## src/rtl/gcp_pkg.sv

```systemverilog
// Shared constants and types of the gain control port.
package gcp_pkg;
   // ****************************************
   // Serial frame layout
   // ****************************************
   localparam logic [4:0] GCP_CMD_LAST   = 5'h07;
   localparam logic [4:0] GCP_FRAME_LAST = 5'h0f;
   localparam logic [4:0] GCP_DATA_FIRST = 5'h08;
   localparam int         GCP_DIR_BIT    = 7;
   localparam int         GCP_PWR_BIT    = 6;
   localparam int         GCP_ON_BIT     = 5;
   localparam logic [2:0] GCP_ADDR_FAST  = 3'h4;
   localparam logic [2:0] GCP_ADDR_RESET = 3'h0;
   localparam logic [4:0] GCP_ATT_MAX    = 5'h1f;
   localparam logic [4:0] GCP_ATT_MIN    = 5'h00;
   localparam logic [7:0] GCP_CH_RESET   = 8'h1f;
   localparam logic [7:0] GCP_FAST_RESET = 8'h00;
   localparam logic [9:0] GCP_SYNC_RESET = 10'h01f;
   // ****************************************
   // Register bus map
   // ****************************************
   localparam logic [7:0] GCP_OFF_STATUS = 8'h00;
   localparam logic [7:0] GCP_OFF_CH0    = 8'h04;
   localparam logic [7:0] GCP_OFF_FAST   = 8'h14;
   localparam logic [7:0] GCP_OFF_CTRL   = 8'h18;
   localparam logic [31:0] GCP_CTRL_RESET = 32'h0;
   localparam int         GCP_CTRL_WPROT = 0;
   typedef enum logic [1:0] {
      GCP_PWR_OFF  = 2'b00,
      GCP_PWR_LOW  = 2'b01,
      GCP_PWR_HIGH = 2'b10
   } gcp_pwr_type;
   typedef enum logic [1:0] {
      GCP_FA_HOLD = 2'b00,
      GCP_FA_DOWN = 2'b01,
      GCP_FA_UP   = 2'b10,
      GCP_FA_RSVD = 2'b11
   } gcp_fa_type;
   typedef enum logic [1:0] {
      GCP_IDLE  = 2'b00,
      GCP_SHIFT = 2'b01,
      GCP_FULL  = 2'b10
   } gcp_state_type;
   typedef struct packed {
      gcp_pwr_type pwr;
      logic [4:0]  att;
   } gcp_chan_type;
endpackage

```

## src/rtl/gcp_sync.sv

```systemverilog
// Two flip-flop synchroniser for pins from outside the clock domain.
`timescale 1ns/1ps
module gcp_sync
   import gcp_pkg::*;
#(
   parameter int             W       = 10,
   parameter logic [W-1:0]   RST_VAL = '0
) (
   input  wire logic         clk,
   input  wire logic         sys_rst,
   input  wire logic [W-1:0] d,
   output logic      [W-1:0] q
);
   logic [W-1:0] meta_reg;
   logic [W-1:0] meta_next;
   logic [W-1:0] q_next;

   always_comb begin
      meta_next = d;
      q_next    = meta_reg;
   end

   always_ff @(posedge clk) begin
      if (sys_rst) begin
         meta_reg <= RST_VAL;
         q        <= RST_VAL;
      end else begin
         meta_reg <= meta_next;
         q        <= q_next;
      end
   end
endmodule

```

## src/rtl/gcp_ahb.sv

```systemverilog
// AHB-Lite slave holding the control register and the read mux.
`timescale 1ns/1ps
module gcp_ahb
   import gcp_pkg::*;
(
   input  wire logic        clk,
   input  wire logic        sys_rst,
   input  wire logic        hsel,
   input  wire logic [31:0] haddr,
   input  wire logic [1:0]  htrans,
   input  wire logic        hwrite,
   input  wire logic [2:0]  hsize,
   input  wire logic [31:0] hwdata,
   input  wire logic        hready,
   output logic             hreadyout,
   output logic             hresp,
   output logic [31:0]      hrdata,
   input  wire logic [31:0] status_word,
   input  wire logic [39:0] chan_view,
   input  wire logic [7:0]  fast_view,
   output logic             wprot
);
   logic        pend_reg, pend_next;
   logic        wr_reg, wr_next;
   logic [7:0]  addr_reg, addr_next;
   logic [31:0] ctrl_reg, ctrl_next;
   logic [31:0] rdata_next;
   logic        ready_next;

   // ****************************************
   // One wait state so read data leave a flop
   // ****************************************
   always_comb begin
      pend_next  = 1'b0;
      wr_next    = wr_reg;
      addr_next  = addr_reg;
      ctrl_next  = ctrl_reg;
      rdata_next = hrdata;
      ready_next = 1'b1;
      if (hsel && htrans[1] && hready) begin
         pend_next  = 1'b1;
         ready_next = 1'b0;
         wr_next    = hwrite;
         addr_next  = haddr[7:0];
      end
      if (pend_reg) begin
         rdata_next = 32'h0;
         if (wr_reg && addr_reg == GCP_OFF_CTRL) begin
            ctrl_next = hwdata;
         end else if (!wr_reg) begin
            case (addr_reg)
               GCP_OFF_STATUS: rdata_next = status_word;
               GCP_OFF_CH0:    rdata_next = {24'h0, chan_view[7:0]};
               8'h08:          rdata_next = {24'h0, chan_view[15:8]};
               8'h0c:          rdata_next = {24'h0, chan_view[23:16]};
               8'h10:          rdata_next = {24'h0, chan_view[31:24]};
               GCP_OFF_FAST:   rdata_next = {24'h0, fast_view};
               GCP_OFF_CTRL:   rdata_next = {31'h0, ctrl_reg[0]};
               default:        rdata_next = 32'h0;
            endcase
         end
      end
   end

   always_ff @(posedge clk) begin
      if (sys_rst) begin
         pend_reg  <= 1'b0;
         wr_reg    <= 1'b0;
         addr_reg  <= 8'h0;
         ctrl_reg  <= GCP_CTRL_RESET;
         hrdata    <= 32'h0;
         hreadyout <= 1'b1;
         hresp     <= 1'b0;
      end else begin
         pend_reg  <= pend_next;
         wr_reg    <= wr_next;
         addr_reg  <= addr_next;
         ctrl_reg  <= ctrl_next;
         hrdata    <= rdata_next;
         hreadyout <= ready_next;
         hresp     <= 1'b0;
      end
   end

   assign wprot = ctrl_reg[GCP_CTRL_WPROT];
endmodule

```

## src/rtl/gcp_port.sv

```systemverilog
// Gain control port: parallel pins or serial register frames.
`timescale 1ns/1ps
module gcp_port
   import gcp_pkg::*;
(
   input  wire logic         clk,
   input  wire logic         sys_rst,
   input  wire logic         mode_strap,
   input  wire logic         mode_strap_drv,
   input  wire logic         atten_bit4_in,
   output logic              atten_bit4_out,
   output logic              atten_bit4_oe,
   input  wire logic         atten_bit3,
   input  wire logic         atten_bit2,
   input  wire logic         atten_bit1,
   input  wire logic         atten_bit0,
   input  wire logic [4:0]   atten_drv,
   input  wire logic         channel_a_on,
   input  wire logic         channel_b_on,
   input  wire logic [1:0]   chan_on_drv,
   output gcp_chan_type [3:0] gain_ch,
   output logic              mode_serial,
   input  wire logic         hsel,
   input  wire logic [31:0]  haddr,
   input  wire logic [1:0]   htrans,
   input  wire logic         hwrite,
   input  wire logic [2:0]   hsize,
   input  wire logic [31:0]  hwdata,
   input  wire logic         hready,
   output logic              hreadyout,
   output logic              hresp,
   output logic [31:0]       hrdata
);
   // ****************************************
   // Decoding helpers
   // ****************************************
   function automatic gcp_chan_type to_out(input logic [7:0] r);
      gcp_chan_type o;
      o.att = r[4:0];
      if (!r[GCP_ON_BIT]) o.pwr = GCP_PWR_OFF;
      else if (r[GCP_PWR_BIT]) o.pwr = GCP_PWR_HIGH;
      else o.pwr = GCP_PWR_LOW;
      return o;
   endfunction

   function automatic logic [4:0] step(input logic [4:0] a,
                                       input logic [1:0] c);
      logic [4:0] r;
      r = a;
      if (c == GCP_FA_DOWN && a != GCP_ATT_MIN) r = a - 5'h01;
      if (c == GCP_FA_UP && a != GCP_ATT_MAX) r = a + 5'h01;
      return r;
   endfunction

   // ****************************************
   // Pin resolution and synchronisation
   // ****************************************
   logic [9:0] raw;
   logic [9:0] syn;
   logic [4:0] bus_raw;
   logic       ser;
   logic       sdi_s, cs_s, sck_s;
   logic       en_a_drv, en_a, en_b_drv, en_b;

   // Weak pull-ups and pull-down are modelled by the drive flags.
   always_comb begin
      bus_raw = {atten_bit4_in, atten_bit3, atten_bit2, atten_bit1,
                 atten_bit0} | ~atten_drv;
      raw = {chan_on_drv[1], channel_b_on, chan_on_drv[0], channel_a_on,
             mode_strap & mode_strap_drv, bus_raw};
   end

   gcp_sync #(.W(10), .RST_VAL(GCP_SYNC_RESET)) u_sync (
      .clk     (clk),
      .sys_rst (sys_rst),
      .d       (raw),
      .q       (syn)
   );

   assign ser      = syn[5];
   assign sdi_s    = syn[3];
   assign cs_s     = syn[2];
   assign sck_s    = syn[1];
   assign en_a     = syn[6];
   assign en_a_drv = syn[7];
   assign en_b     = syn[8];
   assign en_b_drv = syn[9];

   // ****************************************
   // Serial frame engine and gain registers
   // ****************************************
   gcp_state_type    state_reg, state_next;
   logic [4:0]       cnt_reg, cnt_next;
   logic [15:0]      shin_reg, shin_next;
   logic [7:0]       dout_reg, dout_next;
   logic             sout_next, oe_next;
   logic [2:0]       addr_reg, addr_next;
   logic [7:0]       fast_reg, fast_next;
   logic [3:0][7:0]  ch_reg, ch_next;
   logic             cs_prev_reg, sck_prev_reg;
   logic             cs_fall, cs_rise, sck_rise, sck_fall;
   logic             wprot;
   logic             en_on, en_hi;
   logic [7:0]       cmd_byte;
   logic [7:0]       cmd_now;
   gcp_chan_type [3:0] gain_next;

   assign cs_fall  = cs_prev_reg & ~cs_s;
   assign cs_rise  = ~cs_prev_reg & cs_s;
   assign sck_rise = ~sck_prev_reg & sck_s;
   assign sck_fall = sck_prev_reg & ~sck_s;
   assign cmd_byte = shin_reg[15:8];
   assign cmd_now  = {shin_reg[6:0], sdi_s};

   function automatic logic [7:0] read_reg(input logic [2:0] a,
                                           input logic [3:0][7:0] c,
                                           input logic [7:0] f);
      logic [7:0] r;
      r = 8'h00;
      if (a < GCP_ADDR_FAST) r = c[a[1:0]];
      else if (a == GCP_ADDR_FAST) r = f;
      return r;
   endfunction

   always_comb begin
      state_next = state_reg;
      cnt_next   = cnt_reg;
      shin_next  = shin_reg;
      dout_next  = dout_reg;
      sout_next  = atten_bit4_out;
      addr_next  = addr_reg;
      fast_next  = fast_reg;
      ch_next    = ch_reg;
      en_on      = 1'b0;
      en_hi      = 1'b0;
      oe_next    = ser & ~cs_s;
      if (!ser) begin
         state_next = GCP_IDLE;
         for (int i = 0; i < 4; i++) begin
            // Undriven enable floats to the low-power state.
            en_on = (i < 2) ? (~en_a_drv | en_a)
                            : (~en_b_drv | en_b);
            en_hi = (i < 2) ? (en_a_drv & en_a) : (en_b_drv & en_b);
            ch_next[i][7:5] = {1'b0, en_hi, en_on};
            if (en_on) begin
               ch_next[i][4:0] = syn[4:0];
            end
            // A disabled channel leaves its attenuation untouched.
         end
      end else if (cs_fall) begin
         state_next = GCP_SHIFT;
         cnt_next   = 5'h00;
         sout_next  = 1'b0;
      end else if (cs_rise) begin
         state_next = GCP_IDLE;
         if (state_reg == GCP_FULL) begin
            addr_next = cmd_byte[2:0];
            if (!cmd_byte[GCP_DIR_BIT] && !wprot) begin
               if (cmd_byte[2:0] < GCP_ADDR_FAST) begin
                  ch_next[cmd_byte[1:0]] = {1'b0, shin_reg[6:0]};
               end else if (cmd_byte[2:0] == GCP_ADDR_FAST) begin
                  fast_next = shin_reg[7:0];
                  for (int i = 0; i < 4; i++) begin
                     ch_next[i][4:0] = step(ch_reg[i][4:0],
                                            shin_reg[2*i +: 2]);
                  end
               end
            end
         end
      end else if (state_reg == GCP_SHIFT) begin
         if (sck_rise) begin
            shin_next = {shin_reg[14:0], sdi_s};
            cnt_next  = cnt_reg + 5'h01;
            if (cnt_reg == GCP_CMD_LAST) begin
               dout_next = read_reg(cmd_now[2:0], ch_reg, fast_reg);
            end
            if (cnt_reg == GCP_FRAME_LAST) begin
               state_next = GCP_FULL;
            end
         end else if (sck_fall && cnt_reg >= GCP_DATA_FIRST) begin
            sout_next = dout_reg[7];
            dout_next = {dout_reg[6:0], 1'b0};
         end
      end
      // Extra clocks after the sixteenth are ignored in the full state.
      for (int i = 0; i < 4; i++) begin
         gain_next[i] = to_out(ch_next[i]);
      end
   end

   always_ff @(posedge clk) begin
      if (sys_rst) begin
         state_reg      <= GCP_IDLE;
         cnt_reg        <= 5'h00;
         shin_reg       <= 16'h0000;
         dout_reg       <= 8'h00;
         atten_bit4_out <= 1'b0;
         atten_bit4_oe  <= 1'b0;
         addr_reg       <= GCP_ADDR_RESET;
         fast_reg       <= GCP_FAST_RESET;
         ch_reg         <= {4{GCP_CH_RESET}};
         gain_ch        <= {4{to_out(GCP_CH_RESET)}};
         // Both match the synchroniser's reset output, so no false edge.
         cs_prev_reg    <= 1'b1;
         sck_prev_reg   <= 1'b1;
         mode_serial    <= 1'b0;
      end else begin
         state_reg      <= state_next;
         cnt_reg        <= cnt_next;
         shin_reg       <= shin_next;
         dout_reg       <= dout_next;
         atten_bit4_out <= sout_next;
         atten_bit4_oe  <= oe_next;
         addr_reg       <= addr_next;
         fast_reg       <= fast_next;
         ch_reg         <= ch_next;
         gain_ch        <= gain_next;
         cs_prev_reg    <= cs_s;
         sck_prev_reg   <= sck_s;
         mode_serial    <= ser;
      end
   end

   // ****************************************
   // Register bus
   // ****************************************
   gcp_ahb u_ahb (
      .clk         (clk),
      .sys_rst     (sys_rst),
      .hsel        (hsel),
      .haddr       (haddr),
      .htrans      (htrans),
      .hwrite      (hwrite),
      .hsize       (hsize),
      .hwdata      (hwdata),
      .hready      (hready),
      .hreadyout   (hreadyout),
      .hresp       (hresp),
      .hrdata      (hrdata),
      .status_word ({21'h0, addr_reg, cnt_reg, state_reg, ser}),
      .chan_view   ({8'h00, ch_reg}),
      .fast_view   (fast_reg),
      .wprot       (wprot)
   );

   // ****************************************
   // Assertions
   // ****************************************
   property p_mode;
      @(posedge clk) disable iff (sys_rst) ser |=> mode_serial;
   endproperty
   a_mode: assert property (p_mode) else $error("mode not followed");

   property p_oe;
      @(posedge clk) disable iff (sys_rst) cs_s |=> !atten_bit4_oe;
   endproperty
   a_oe: assert property (p_oe) else $error("output driven idle");

   property p_start;
      @(posedge clk) disable iff (sys_rst)
         (ser && cs_fall) |=> (cnt_reg == 5'h00 && state_reg == GCP_SHIFT);
   endproperty
   a_start: assert property (p_start) else $error("frame start");

   property p_early;
      @(posedge clk) disable iff (sys_rst)
         (ser && cs_rise && state_reg != GCP_FULL) |=>
            ($stable(ch_reg) && $stable(addr_reg) && $stable(fast_reg));
   endproperty
   a_early: assert property (p_early) else $error("early write");

   property p_addr;
      @(posedge clk) disable iff (sys_rst)
         (ser && cs_rise && state_reg == GCP_FULL) |=>
            addr_reg == $past(shin_reg[10:8]);
   endproperty
   a_addr: assert property (p_addr) else $error("address latch");

   property p_write;
      @(posedge clk) disable iff (sys_rst)
         (ser && cs_rise && state_reg == GCP_FULL && !wprot &&
          shin_reg[15:10] == 6'h00) |=>
            ch_reg[$past(shin_reg[9:8])] == {1'b0, $past(shin_reg[6:0])};
   endproperty
   a_write: assert property (p_write) else $error("no write");

   property p_par;
      @(posedge clk) disable iff (sys_rst)
         (!ser && (!en_a_drv || en_a)) |=> ch_reg[0][4:0] == $past(syn[4:0]);
   endproperty
   a_par: assert property (p_par) else $error("bus not applied");

   property p_hold;
      @(posedge clk) disable iff (sys_rst)
         (!ser && en_a_drv && !en_a) |=> $stable(ch_reg[0][4:0]) &&
            gain_ch[0].pwr == GCP_PWR_OFF;
   endproperty
   a_hold: assert property (p_hold) else $error("hold lost");

   property p_shift;
      @(posedge clk) disable iff (sys_rst)
         (ser && !cs_rise && !cs_fall && state_reg == GCP_SHIFT && sck_fall
          && cnt_reg >= GCP_DATA_FIRST) |=>
            atten_bit4_out == $past(dout_reg[7]);
   endproperty
   a_shift: assert property (p_shift) else $error("bad shift out");

   c_write: cover property (@(posedge clk) disable iff (sys_rst)
      ser && cs_rise && state_reg == GCP_FULL && !cmd_byte[GCP_DIR_BIT]);
   c_read: cover property (@(posedge clk) disable iff (sys_rst)
      ser && cs_rise && state_reg == GCP_FULL && cmd_byte[GCP_DIR_BIT]);
   c_par: cover property (@(posedge clk) disable iff (sys_rst)
      !ser && en_a_drv && !en_a);
endmodule

```

## config.mk

```make
export PLATFORM = sky130hd
export DESIGN_NAME = gcp_port
export DESIGN_NICKNAME = d
export VERILOG_FILES = /design/src/rtl/gcp_pkg.sv /design/src/rtl/gcp_sync.sv /design/src/rtl/gcp_ahb.sv /design/src/rtl/gcp_port.sv
export SDC_FILE = /design/constraint.sdc
export NUM_CORES = 1
export LEC_CHECK = 0
export BUFFER_PORTS_ARGS = -buffer_cell sky130_fd_sc_hd__buf_2
export CAP_MARGIN = 20
export CORE_MARGIN = 3
export CORE_UTILIZATION = 45
export DETAILED_ROUTE_END_ITERATION = 8
export PLACE_DENSITY = 0.68
export SETUP_SLACK_MARGIN = 0.1
export SLEW_MARGIN = 20
export SYNTH_ARGS = -nofsm -noshare
export SYNTH_HDL_FRONTEND = slang
export SYNTH_HIERARCHICAL = 1
export SYNTH_SLANG_ARGS = --single-unit
```

## constraint.sdc

```tcl
create_clock -name clk -period 3.2 [get_ports clk]
set_clock_uncertainty 0.2 [all_clocks]
set_input_delay 0 -clock clk [delete_from_list [all_inputs] [get_ports clk]]
set_output_delay 0 -clock clk [all_outputs]
set_load 0.05 [all_outputs]
```

==> impl_metrics.ini, run 1 <==
[cts]
clk-insertion-delay-late_ps = 410
cts-hold-fix-buffers = 44
cts_tree = done
post-cts-setup-buffer-count = 0
num_cts_buffers = 17
ctsLongestPathBuffers = 2
cts_root_buf = clkbuf_16
cts_sinks = 147
post_cts_resized = 0
cts_htree_levels = 4
cts.reportedPaths.clkPinSlew_ps = 50

[synthesis]
synth_xor_area_share_pct = 0.606
netlist.area_leader.share_pct = 40.7
syn_avg_cell_area_um2 = 8.72
synth_top_area_cell = dfxtp_1
yosys.area_share.adder_pct = 2.77
synth_simple_gate_area_share_pct = 24.5
synth_flop_cell = dfxtp_1
most_used_standard_cells_in_the_synthesized_netlist = dfxtp_1, a21oi_1, nand2_1, nor2_1, nor2b_1
netlist_instances = 828
syn_area_um2 = 7220
synth_seq_cells = 147
share_of_synthesized_registers_carrying_an_async_set_or_reset_pct = 0
synth_enable_flop_cells = 0
part_of_the_yosys_area_used_for_sequential_elements_pct = 40.7
post_synth_main_area_contributors = dfxtp_1, a21oi_1, nand2_1
yosys_warnings = 6
synth.distinct_cells = 73
combinational_family_with_the_most_area_after_synthesis = simple AND/OR/NAND/NOR gates
synth_compound_area_share_pct = 17.9
muxShareOfSynthArea_pct = 6.84
synth.most_common_cell = dfxtp_1

[layout]
layout-area-overhead-vs-synth_pct = 24.2
regArea_um2 = 2940
final_design_area_no_fill_um2 = 8970
num-nets-final = 1081
largest_register_ff_count = 32
finalCoreUtilization_pct = 58.1
multi_input_area_um2 = 3900
share_of_post_route_cells_with_drive_strength_above_1_pct = 20.4
antenna_cells_inserted = 0
final.fill_count = 1437

[timing]
slew_headroom_pct = 32.3
rsz0062_at_grt = no
setup_tns_ps = 0
report.final.setup_viol = 0
tightest_slew_ps = 1010
finalCriticalPeriod_ps = 2780
final_max_slew_viol_count = 0
final.period_utilization_pct = 86.9
maxClockFrequency_mhz = 360
hold_violations = 0

[place]
portBuffers = 94
gpl.final_weighted_congestion = 0.946
dpl_cell_area_um2 = 7940
hpwl_um = 13600

[global_route]
groute.usage.overall_pct = 22.1
first_global_vias = 5968
grt_start_max_net_pins = 77
grt_pass1_wl_um = 31300
grt_remaining_overflow = 0
antenna_found_initial = 0

[drt]
post_drt_via_cell_ratio = 5.52
totalWireLength_um = 19800
drtAntennaViolNets = 0
average_wire_length_per_cell_after_detail_routing_um = 16.5
drt_first_iter_violations = 647
vias = 6611
detailedRoute.firstPassIterationCount = 5
drc_errors = 0

[setup_path]
worstReg2RegEnd = gain_ch[14]
crit_path_max_incr_delay_ps = 520
critical_path_arrival_ps = 2860
critical-path-slowest-cell = dfxtp_1
cpMostUsedCell = a21oi_1
worst_r2r_start = u_sync/q[2]
cp_data_required_time_ps = 3280
critical_path_peak_fanout = 7
worst_setup_path_start_kind = flop
worst-r2r-setup-slack_ps = 420
path_class = flop to flop
worst-path-buf-inv = 1
crit_chain = ha_1 -> nor4bb_1 -> buf_4 -> a21oi_1 -> nor4_1 -> nor3_2 -> a2111oi_0 -> a21oi_1
r2r.worst_path.cells = 8
crit_family = simple AND/OR/NAND/NOR gates
worstSetupEndpointType = flop

[floorplan]
die_height_um = 133
floorplan.initialDensity_pct = 46.8
io_pins = 155
die_x_um = 133
die-area_um2 = 17600
core_region_area_um2 = 15400
rows = 45

[power]
power.static_leakage_nw = 3.65
vdd_ir_max_v = 0.000381
power_per_cell_area_nw_per_um2 = 481

[status]
status = finished, final reports clean

[min_path]
timing.hold.worst.class = input pin to flop
source_of_the_worst_hold_timing_path = atten_bit4_in
worst_hold_end = u_sync/meta_reg[4]
timing.hold.worst_path_depth = 4

[job]
max_cap_viol_count = 0
## cells in the final DEF, fill, tap and decap left out, types with 10 or more instances in the layout
master	Yosys	final
a221oi_1	16	16
conb_1	2	26
nand2b_1	15	15
nor3_1	29	29
nor2_1	70	70
buf_4	22	38
nor2b_1	43	43
nand2_1	77	77
dlygate4sd3_1	0	44
inv_1	20	20
o21ai_0	16	16
buf_2	6	93
ha_1	16	16
and3_1	12	12
mux2i_1	19	19
clkbuf_16	0	17
nand3_1	10	10
a22o_1	13	13
or2_1	10	10
a21oi_1	83	83
dfxtp_1	147	147
## report_power, final
part	switching (W)	internal (W)	total (W)
Combinational	0.000248	0.000160	0.000408
Sequential	0.0000509	0.00187	0.00192
Clock	0.000745	0.00123	0.00198
## how the worst max path moves through the flow
stage / startpoint / depth (start not counted) / slack (ps) / endpoint
6_report: u_sync/q[2] / 8 / 420 / gain_ch[14]
5_1_grt: u_sync/q[2] / 9 / 200 / gain_ch[14]
4_1_cts: u_sync/q[2] / 8 / 420 / gain_ch[5]
3_5_place_dp: u_sync/q[2] / 8 / 430 / ch_reg[22]
3_3_place_gp: u_sync/q[2] / 8 / 480 / ch_reg[20]
2_1_floorplan: gain_ch[14] / 8 / 690 / gain_ch[14]
## through the flow
| stage | power [W] | hold WS [ps] | std cells | setup WS (ps) |
|---|---|---|---|---|
| 2_1_floorplan | 0.00223 | -74.3 | 852 | 691 |
| 3_3_place_gp | 0.00232 | 8.98 | 1122 | 478 |
| 3_5_place_dp | 0.00233 | 11.9 | 1122 | 434 |
| 4_1_cts | 0.00434 | 164 | 1196 | 415 |
| 5_1_grt | 0.00446 | 200 | 1197 | 204 |
| 6_report | 0.00431 | 186 | 1197 | 421 |
## logic make-up (layout without fill, tap and decap cells)
kind of cell               count (synthesis)  after routing
DFF                                      147            147
muxes                                     37             37
AOI/OAI and AO/OA                        196            196
buffers and inverters                     93            227
xor gates and xnor gates                   5              5
other                                      2             26
and+or+nand+nor                          332            332
adders and majority gates                 16             16
## worst reg2reg max path: stages, from the launching register on
cell,delay (ps)
dfxtp_1,520
ha_1,340
nor4bb_1,370
buf_4,190
a21oi_1,70
nor4_1,320
nor3_2,150
a2111oi_0,410
a21oi_1,70
## area by class of cell
| cell class | count | share of cell area [%] |
|---|---|---|
| Clock buffer | 20 | 4.98 |
| Clock inverter | 10 | 1.51 |
| Inverter | 21 | 0.879 |
| Multi-Input combinational cell | 612 | 43.5 |
| Sequential cell | 147 | 32.8 |
| Tap cell | 211 | 2.94 |
| Timing Repair Buffer | 176 | 13.4 |
## per-layer routing
metal	share of wire [%]	global-route usage (%)
met1	45	30.3
met2	45	34.0
met3	7.0	5.40
met4	2.7	8.03
met5	0	0
Power figures use the tool's default switching activity.
==> inputs of run 2 (changes only) <==
--- a/config.mk
+++ b/config.mk
@@ -5,12 +5,13 @@
 export SDC_FILE = /design/constraint.sdc
 export NUM_CORES = 1
 export LEC_CHECK = 0
+export ABC_AREA = 1
 export BUFFER_PORTS_ARGS = -buffer_cell sky130_fd_sc_hd__buf_2
 export CAP_MARGIN = 20
 export CORE_MARGIN = 3
 export CORE_UTILIZATION = 45
 export DETAILED_ROUTE_END_ITERATION = 8
-export PLACE_DENSITY = 0.68
+export PLACE_DENSITY = 0.67
 export SETUP_SLACK_MARGIN = 0.1
 export SLEW_MARGIN = 20
 export SYNTH_ARGS = -nofsm -noshare
==> run 2 against run 1 <==
Compared with the run above: combinational power is 12% higher; register-to-register slack gained 310 ps; sequential power about the same; global-route usage increased by 2.5 points; total power increased by 0.84%; wire length grew 15%; non-clock buffer count is 20 lower; setup slack worse by 140 ps; core utilization is 2.3 points lower; first-iteration DRC count up 5.6%; cell count is 29% higher; critical endpoint is now u_ahb/addr_reg[0]; largest power group unchanged; highest routed layer unchanged.
==> impl_metrics.ini, run 2 <==
[status]
status = finished, final reports clean

[setup_path]
critical-path-slowest-cell = dlygate4sd3_1
worst_r2r_start = u_ahb/addr_reg[0]
cpMostUsedCell = dlygate4sd3_1
critical_path_peak_fanout = 11
r2r.worst_path.cells = 7
path_class = input pin to flop
worstSetupEndpointType = flop
cp_data_required_time_ps = 3370
critical_path_arrival_ps = 3090
crit_path_max_incr_delay_ps = 600
worstReg2RegEnd = u_ahb/ctrl_reg[0]
crit_chain = dlygate4sd3_1 -> buf_2 -> nand3_1 -> dlygate4sd3_1 -> nor2_2 -> nand2_1 -> dlygate4sd3_1 -> o21ai_0 -> dlygate4sd3_1
worst-r2r-setup-slack_ps = 730
worst_setup_path_start_kind = input pin

[layout]
final.fill_count = 1600
share_of_post_route_cells_with_drive_strength_above_1_pct = 13.1
layout-area-overhead-vs-synth_pct = 20.7
final_design_area_no_fill_um2 = 9300
final_cell_mix = nand2_1, dfxtp_1, nor2_1
multi_input_area_um2 = 3890
regArea_um2 = 2940
largest_register_ff_count = 32
layout.cells.most_common = nand2_1
stdcell_count = 1540
finalCoreUtilization_pct = 55.9
num-nets-final = 1413
antenna_cells_inserted = 0

[synthesis]
yosys_warnings = 6
syn_area_um2 = 7700
synth_seq_cells = 147
most_used_standard_cells_in_the_synthesized_netlist = nand2_1, dfxtp_1, nor2_1, inv_1, nand3_1
netlist.area_leader.share_pct = 38.2
synth.most_common_cell = nand2_1
share_of_synthesized_registers_carrying_an_async_set_or_reset_pct = 0
synth_top_area_cell = dfxtp_1
netlist_instances = 1176
part_of_the_yosys_area_used_for_sequential_elements_pct = 38.2
synth_enable_flop_cells = 0
synth.distinct_cells = 34
synth_flop_cell = dfxtp_1
syn_avg_cell_area_um2 = 6.55
post_synth_main_area_contributors = dfxtp_1, nand2_1, nand3_1

[min_path]
timing.hold.worst.class = input pin to flop
source_of_the_worst_hold_timing_path = channel_a_on
worst_hold_end = u_sync/meta_reg[6]
timing.hold.worst_path_depth = 4

[floorplan]
die_height_um = 137
core_region_area_um2 = 16600
floorplan.initialDensity_pct = 46.3
die-area_um2 = 18700
die_x_um = 137
rows = 47
io_pins = 155

[timing]
hold_violations = 0
maxClockFrequency_mhz = 342
finalCriticalPeriod_ps = 2920
setup_tns_ps = 0
slew_headroom_pct = 47.3
report.final.setup_viol = 0
rsz0062_at_grt = no
tightest_slew_ps = 790
final.period_utilization_pct = 91.3
final_max_slew_viol_count = 0

[global_route]
groute.usage.overall_pct = 24.6
grt_pass1_wl_um = 36000
first_global_vias = 7070
antenna_found_initial = 0
grt_start_max_net_pins = 47
grt_remaining_overflow = 0

[drt]
detailedRoute.firstPassIterationCount = 5
post_drt_via_cell_ratio = 5.09
drc_errors = 0
vias = 7831
average_wire_length_per_cell_after_detail_routing_um = 14.7
drt_first_iter_violations = 683
drtAntennaViolNets = 0
totalWireLength_um = 22700

[cts]
cts_sinks = 147
ctsLongestPathBuffers = 2
cts_htree_levels = 4
cts_tree = done
num_cts_buffers = 17
cts_root_buf = clkbuf_16
clk-insertion-delay-late_ps = 430
cts.reportedPaths.clkPinSlew_ps = 70

[place]
gpl.final_weighted_congestion = 0.935
dpl_cell_area_um2 = 8180
portBuffers = 94
place.detailed.instances = 1455
hpwl_um = 15600

[job]
max_cap_viol_count = 0

[power]
design_power_total_w = 0.00435
vdd_ir_max_v = 0.000412
power_per_cell_area_nw_per_um2 = 468
power.static_leakage_nw = 4.29
## run 2: area by class of cell
cell class                      count  area share (%)
Clock inverter                     14            1.49
Inverter                          144            5.83
Multi-Input combinational cell    841            41.8
Tap cell                          220            2.96
Sequential cell                   147            31.7
Clock buffer                       18            4.72
Timing Repair Buffer              156            11.5
## run 2: critical path, delay by kind of cell
kind / cells / cell delay [ps]
AOI/OAI and AO/OA: 1 / 100
buffers and inverters: 5 / 2390
and+or+nand+nor: 3 / 610
## run 2: what timing repair did
item / 4_1_cts / 5_1_grt
hold endpoints to repair: 32 / 0
gates resized for setup: 0 / 1
hold buffers: 53 / 0
buffers inserted: 0 / 0
endpoints found under the setup margin: 0 / 8
## run 2: logic make-up (layout without fill, tap and decap cells)
group	count (synthesis)	count (layout)	synth area share, %
flops	147	147	38.2
other cells	2	26	0.0975
xor+xnor	7	7	0.796
buf+inv	212	332	12.5
simple gates	598	598	32.6
fa+ha+maj	16	16	2.60
compound gates	194	194	13.2
## run 2: layer usage
metal | share of wire [%] | global-route usage, %
met5 | 0 | 0
met4 | 2.7 | 8.43
met3 | 7.5 | 5.55
met2 | 45 | 39.2
met1 | 44 | 32.9
## run 2: power by group
group / switching [W] / leakage, nW / total, W / internal, W
clock: 0.000848 / 0.277 / 0.00196 / 0.00111
sequential: 0.0000536 / 1.20 / 0.00193 / 0.00187
combinational: 0.000309 / 2.82 / 0.000459 / 0.000149
total: 0.00121 / 4.29 / 0.00435 / 0.00314
## run 2: worst max-delay path by stage
stage | cells after the start | start | slack, ps | to
floorplan | 12 | gain_ch[21] | 1310 | gain_ch[22]
global placement | 8 | u_sync/q[2] | 940 | shin_reg[11]
detailed placement | 8 | u_sync/q[2] | 900 | shin_reg[11]
CTS | 9 | htrans[1] | 280 | u_ahb/wr_reg
global route | 9 | htrans[1] | 220 | u_ahb/addr_reg[5]
finish | 9 | htrans[1] | 280 | u_ahb/addr_reg[0]
## run 2: per-stage QoR
step                      worst slack, ps  hold slack, ps
after global routing                  224             107
after floorplan                      1310           -96.9
final                                 280             109
after detailed placement              902           -3.26
after global placement                939            3.64
after CTS                             284            97.0
==> inputs of run 3 (changes only) <==
==> constraint.sdc (replaced) <==
create_clock -name clk -period 3.7 [get_ports clk]
set_clock_uncertainty 0.2 [all_clocks]
set_input_delay 0 -clock clk [delete_from_list [all_inputs] [get_ports clk]]
set_output_delay 0 -clock clk [all_outputs]
set_load 0.05 [all_outputs]
==> run 3 against run 2 <==
Compared with the run above: final area decreased by 0.13%; via count decreased by 1.0%; critical endpoint is now u_ahb/wr_reg; largest power group unchanged; combinational power decreased by 14%; die area unchanged; critical path depth unchanged; register-to-register slack improved by 310 ps; sequential power decreased by 13%; cell count decreased by 0.32%; sequential cell count unchanged; first-iteration DRC count increased by 30%; wire length increased by 0.42%; critical path type unchanged.
==> impl_metrics.ini, run 3 (synthesis gave the netlist of run 2 again) <==
[timing]
tightest_slew_ps = 912
report.final.setup_viol = 0
slew_headroom_pct = 39.2
setup_tns_ps = 0
final_max_slew_viol_count = 0
final.setup.worst_slack_ps = 618
hold_violations = 0
rsz0062_at_grt = no
maxClockFrequency_mhz = 324
finalCriticalPeriod_ps = 3080
final.period_utilization_pct = 83.3

[floorplan]
rows = 47
die-area_um2 = 18700
die_x_um = 137
io_pins = 155
core_region_area_um2 = 16600
floorplan.initialDensity_pct = 46.3
die_height_um = 137

[drt]
vias = 7750
highest-signal-layer = met4
average_wire_length_per_cell_after_detail_routing_um = 14.8
detailedRoute.firstPassIterationCount = 9
post_drt_via_cell_ratio = 5.05
drt_first_iter_violations = 885
detailroute.wirelength.met3_um = 1810
routed-wl-met2_um = 10700
drtAntennaViolNets = 0
totalWireLength_um = 22800
drc_errors = 0
wl_met1_um = 9870

[setup_path]
cp_data_required_time_ps = 3870
crit_path_max_incr_delay_ps = 610
crit_chain = dlygate4sd3_1 -> buf_2 -> nand3_1 -> dlygate4sd3_1 -> nor2_1 -> nand2_1 -> dlygate4sd3_1 -> o21ai_0 -> dlygate4sd3_1
worst_setup_path_start_kind = input pin
worst-path-buf-inv = 5
cpMostUsedCell = dlygate4sd3_1
critical-path-slowest-cell = dlygate4sd3_1
critical_path_peak_fanout = 11
path_class = input pin to flop
crit_family = buffers and inverters
critical_path_arrival_ps = 3250
worstSetupEndpointType = flop

[global_route]
groute.usage.overall_pct = 24.3
first_global_vias = 6974
grt_pass1_wl_um = 35500
antenna_found_initial = 0
grt_remaining_overflow = 0
grt_start_max_net_pins = 41

[job]
max_cap_viol_count = 0

[cts]
cts_tree = done
ctsLongestPathBuffers = 2
num_cts_buffers = 17
cts_htree_levels = 4
clk-insertion-delay-late_ps = 430
cts_sinks = 147
cts_root_buf = clkbuf_16
cts.reportedPaths.clkPinSlew_ps = 60

[layout]
stdcell_count = 1535
final_cell_mix = nand2_1, dfxtp_1, nor2_1
antenna_cells_inserted = 0
largest_register_ff_count = 32
final.fill_count = 1657
layout-area-overhead-vs-synth_pct = 20.6
share_of_post_route_cells_with_drive_strength_above_1_pct = 12.7
num-nets-final = 1409
layout.cells.most_common = nand2_1
final_design_area_no_fill_um2 = 9280

[min_path]
timing.hold.worst.class = input pin to flop

[status]
status = finished, final reports clean

[place]
dpl_cell_area_um2 = 8160
hpwl_um = 15500
place.detailed.instances = 1452
portBuffers = 94
gpl.final_weighted_congestion = 0.934
pre_cts_slack_ps = 1090

[power]
vdd_ir_max_v = 0.000316
power_per_cell_area_nw_per_um2 = 413
power.static_leakage_nw = 4.30
==> run 3: report_power, final <==
part | switching (W) | internal (W) | leakage, nW | total (W)
Clock | 0.000696 | 0.00108 | 0.285 | 0.00177
Combinational | 0.000265 | 0.000129 | 2.82 | 0.000394
Sequential | 0.0000484 | 0.00162 | 1.20 | 0.00167
==> run 3: tightest hold or removal path: stages <==
cell and delay (ps):
buf_2 70, inv_1 30, nand2_1 40, dlygate4sd3_1 530, inv_1 40, nand2_1 50
==> run 3: path summary, 6_finish.rpt <==
kind | start | end | slack, ps | cells past startpoint
hold reg to reg | u_sync/meta_reg[8] | u_sync/q[8] | 200 | 2
setup reg to reg | u_sync/q[2] | fast_reg[6] | 1040 | 8
setup / recovery | htrans[1] | u_ahb/wr_reg | 620 | 9
hold / removal | atten_bit1 | u_sync/meta_reg[1] | 160 | 6
==> run 3: area by class of cell <==
type	count	area (um^2)	area share, %
inverters	144	542	5.84
well taps	220	275	2.97
flip-flops and latches	147	2940	31.7
clock inverters	12	158	1.70
multi-input cells	841	3890	41.9
clock buffers	19	443	4.77
repair buffers	152	1040	11.2
==> run 3: what timing repair did <==
action	4_1_cts	5_1_grt
endpoints found under the setup margin	0	0
hold buffers	52	0
endpoints found under the hold margin	50	0
resized for setup	0	0
buffers inserted	0	0
==> run 3: stage by stage <==
step	hold WS [ps]	utilization, %	total power [W]
floorplan	-96.9	-	0.00197
global placement	-0.846	49.0	0.00205
detailed placement	-1.76	49.0	0.00205
CTS	152	55.8	0.00385
global route	188	55.8	0.00397
finish	155	55.8	0.00384
==> run 3: per-layer routing <==
layer | vias to the layer above | GRT usage [%]
li1 | 3939 | -
met1 | 3488 | 31.9
met2 | 290 | 40.9
met3 | 33 | 5.37
met4 | 0 | 6.04
met5 | - | 0
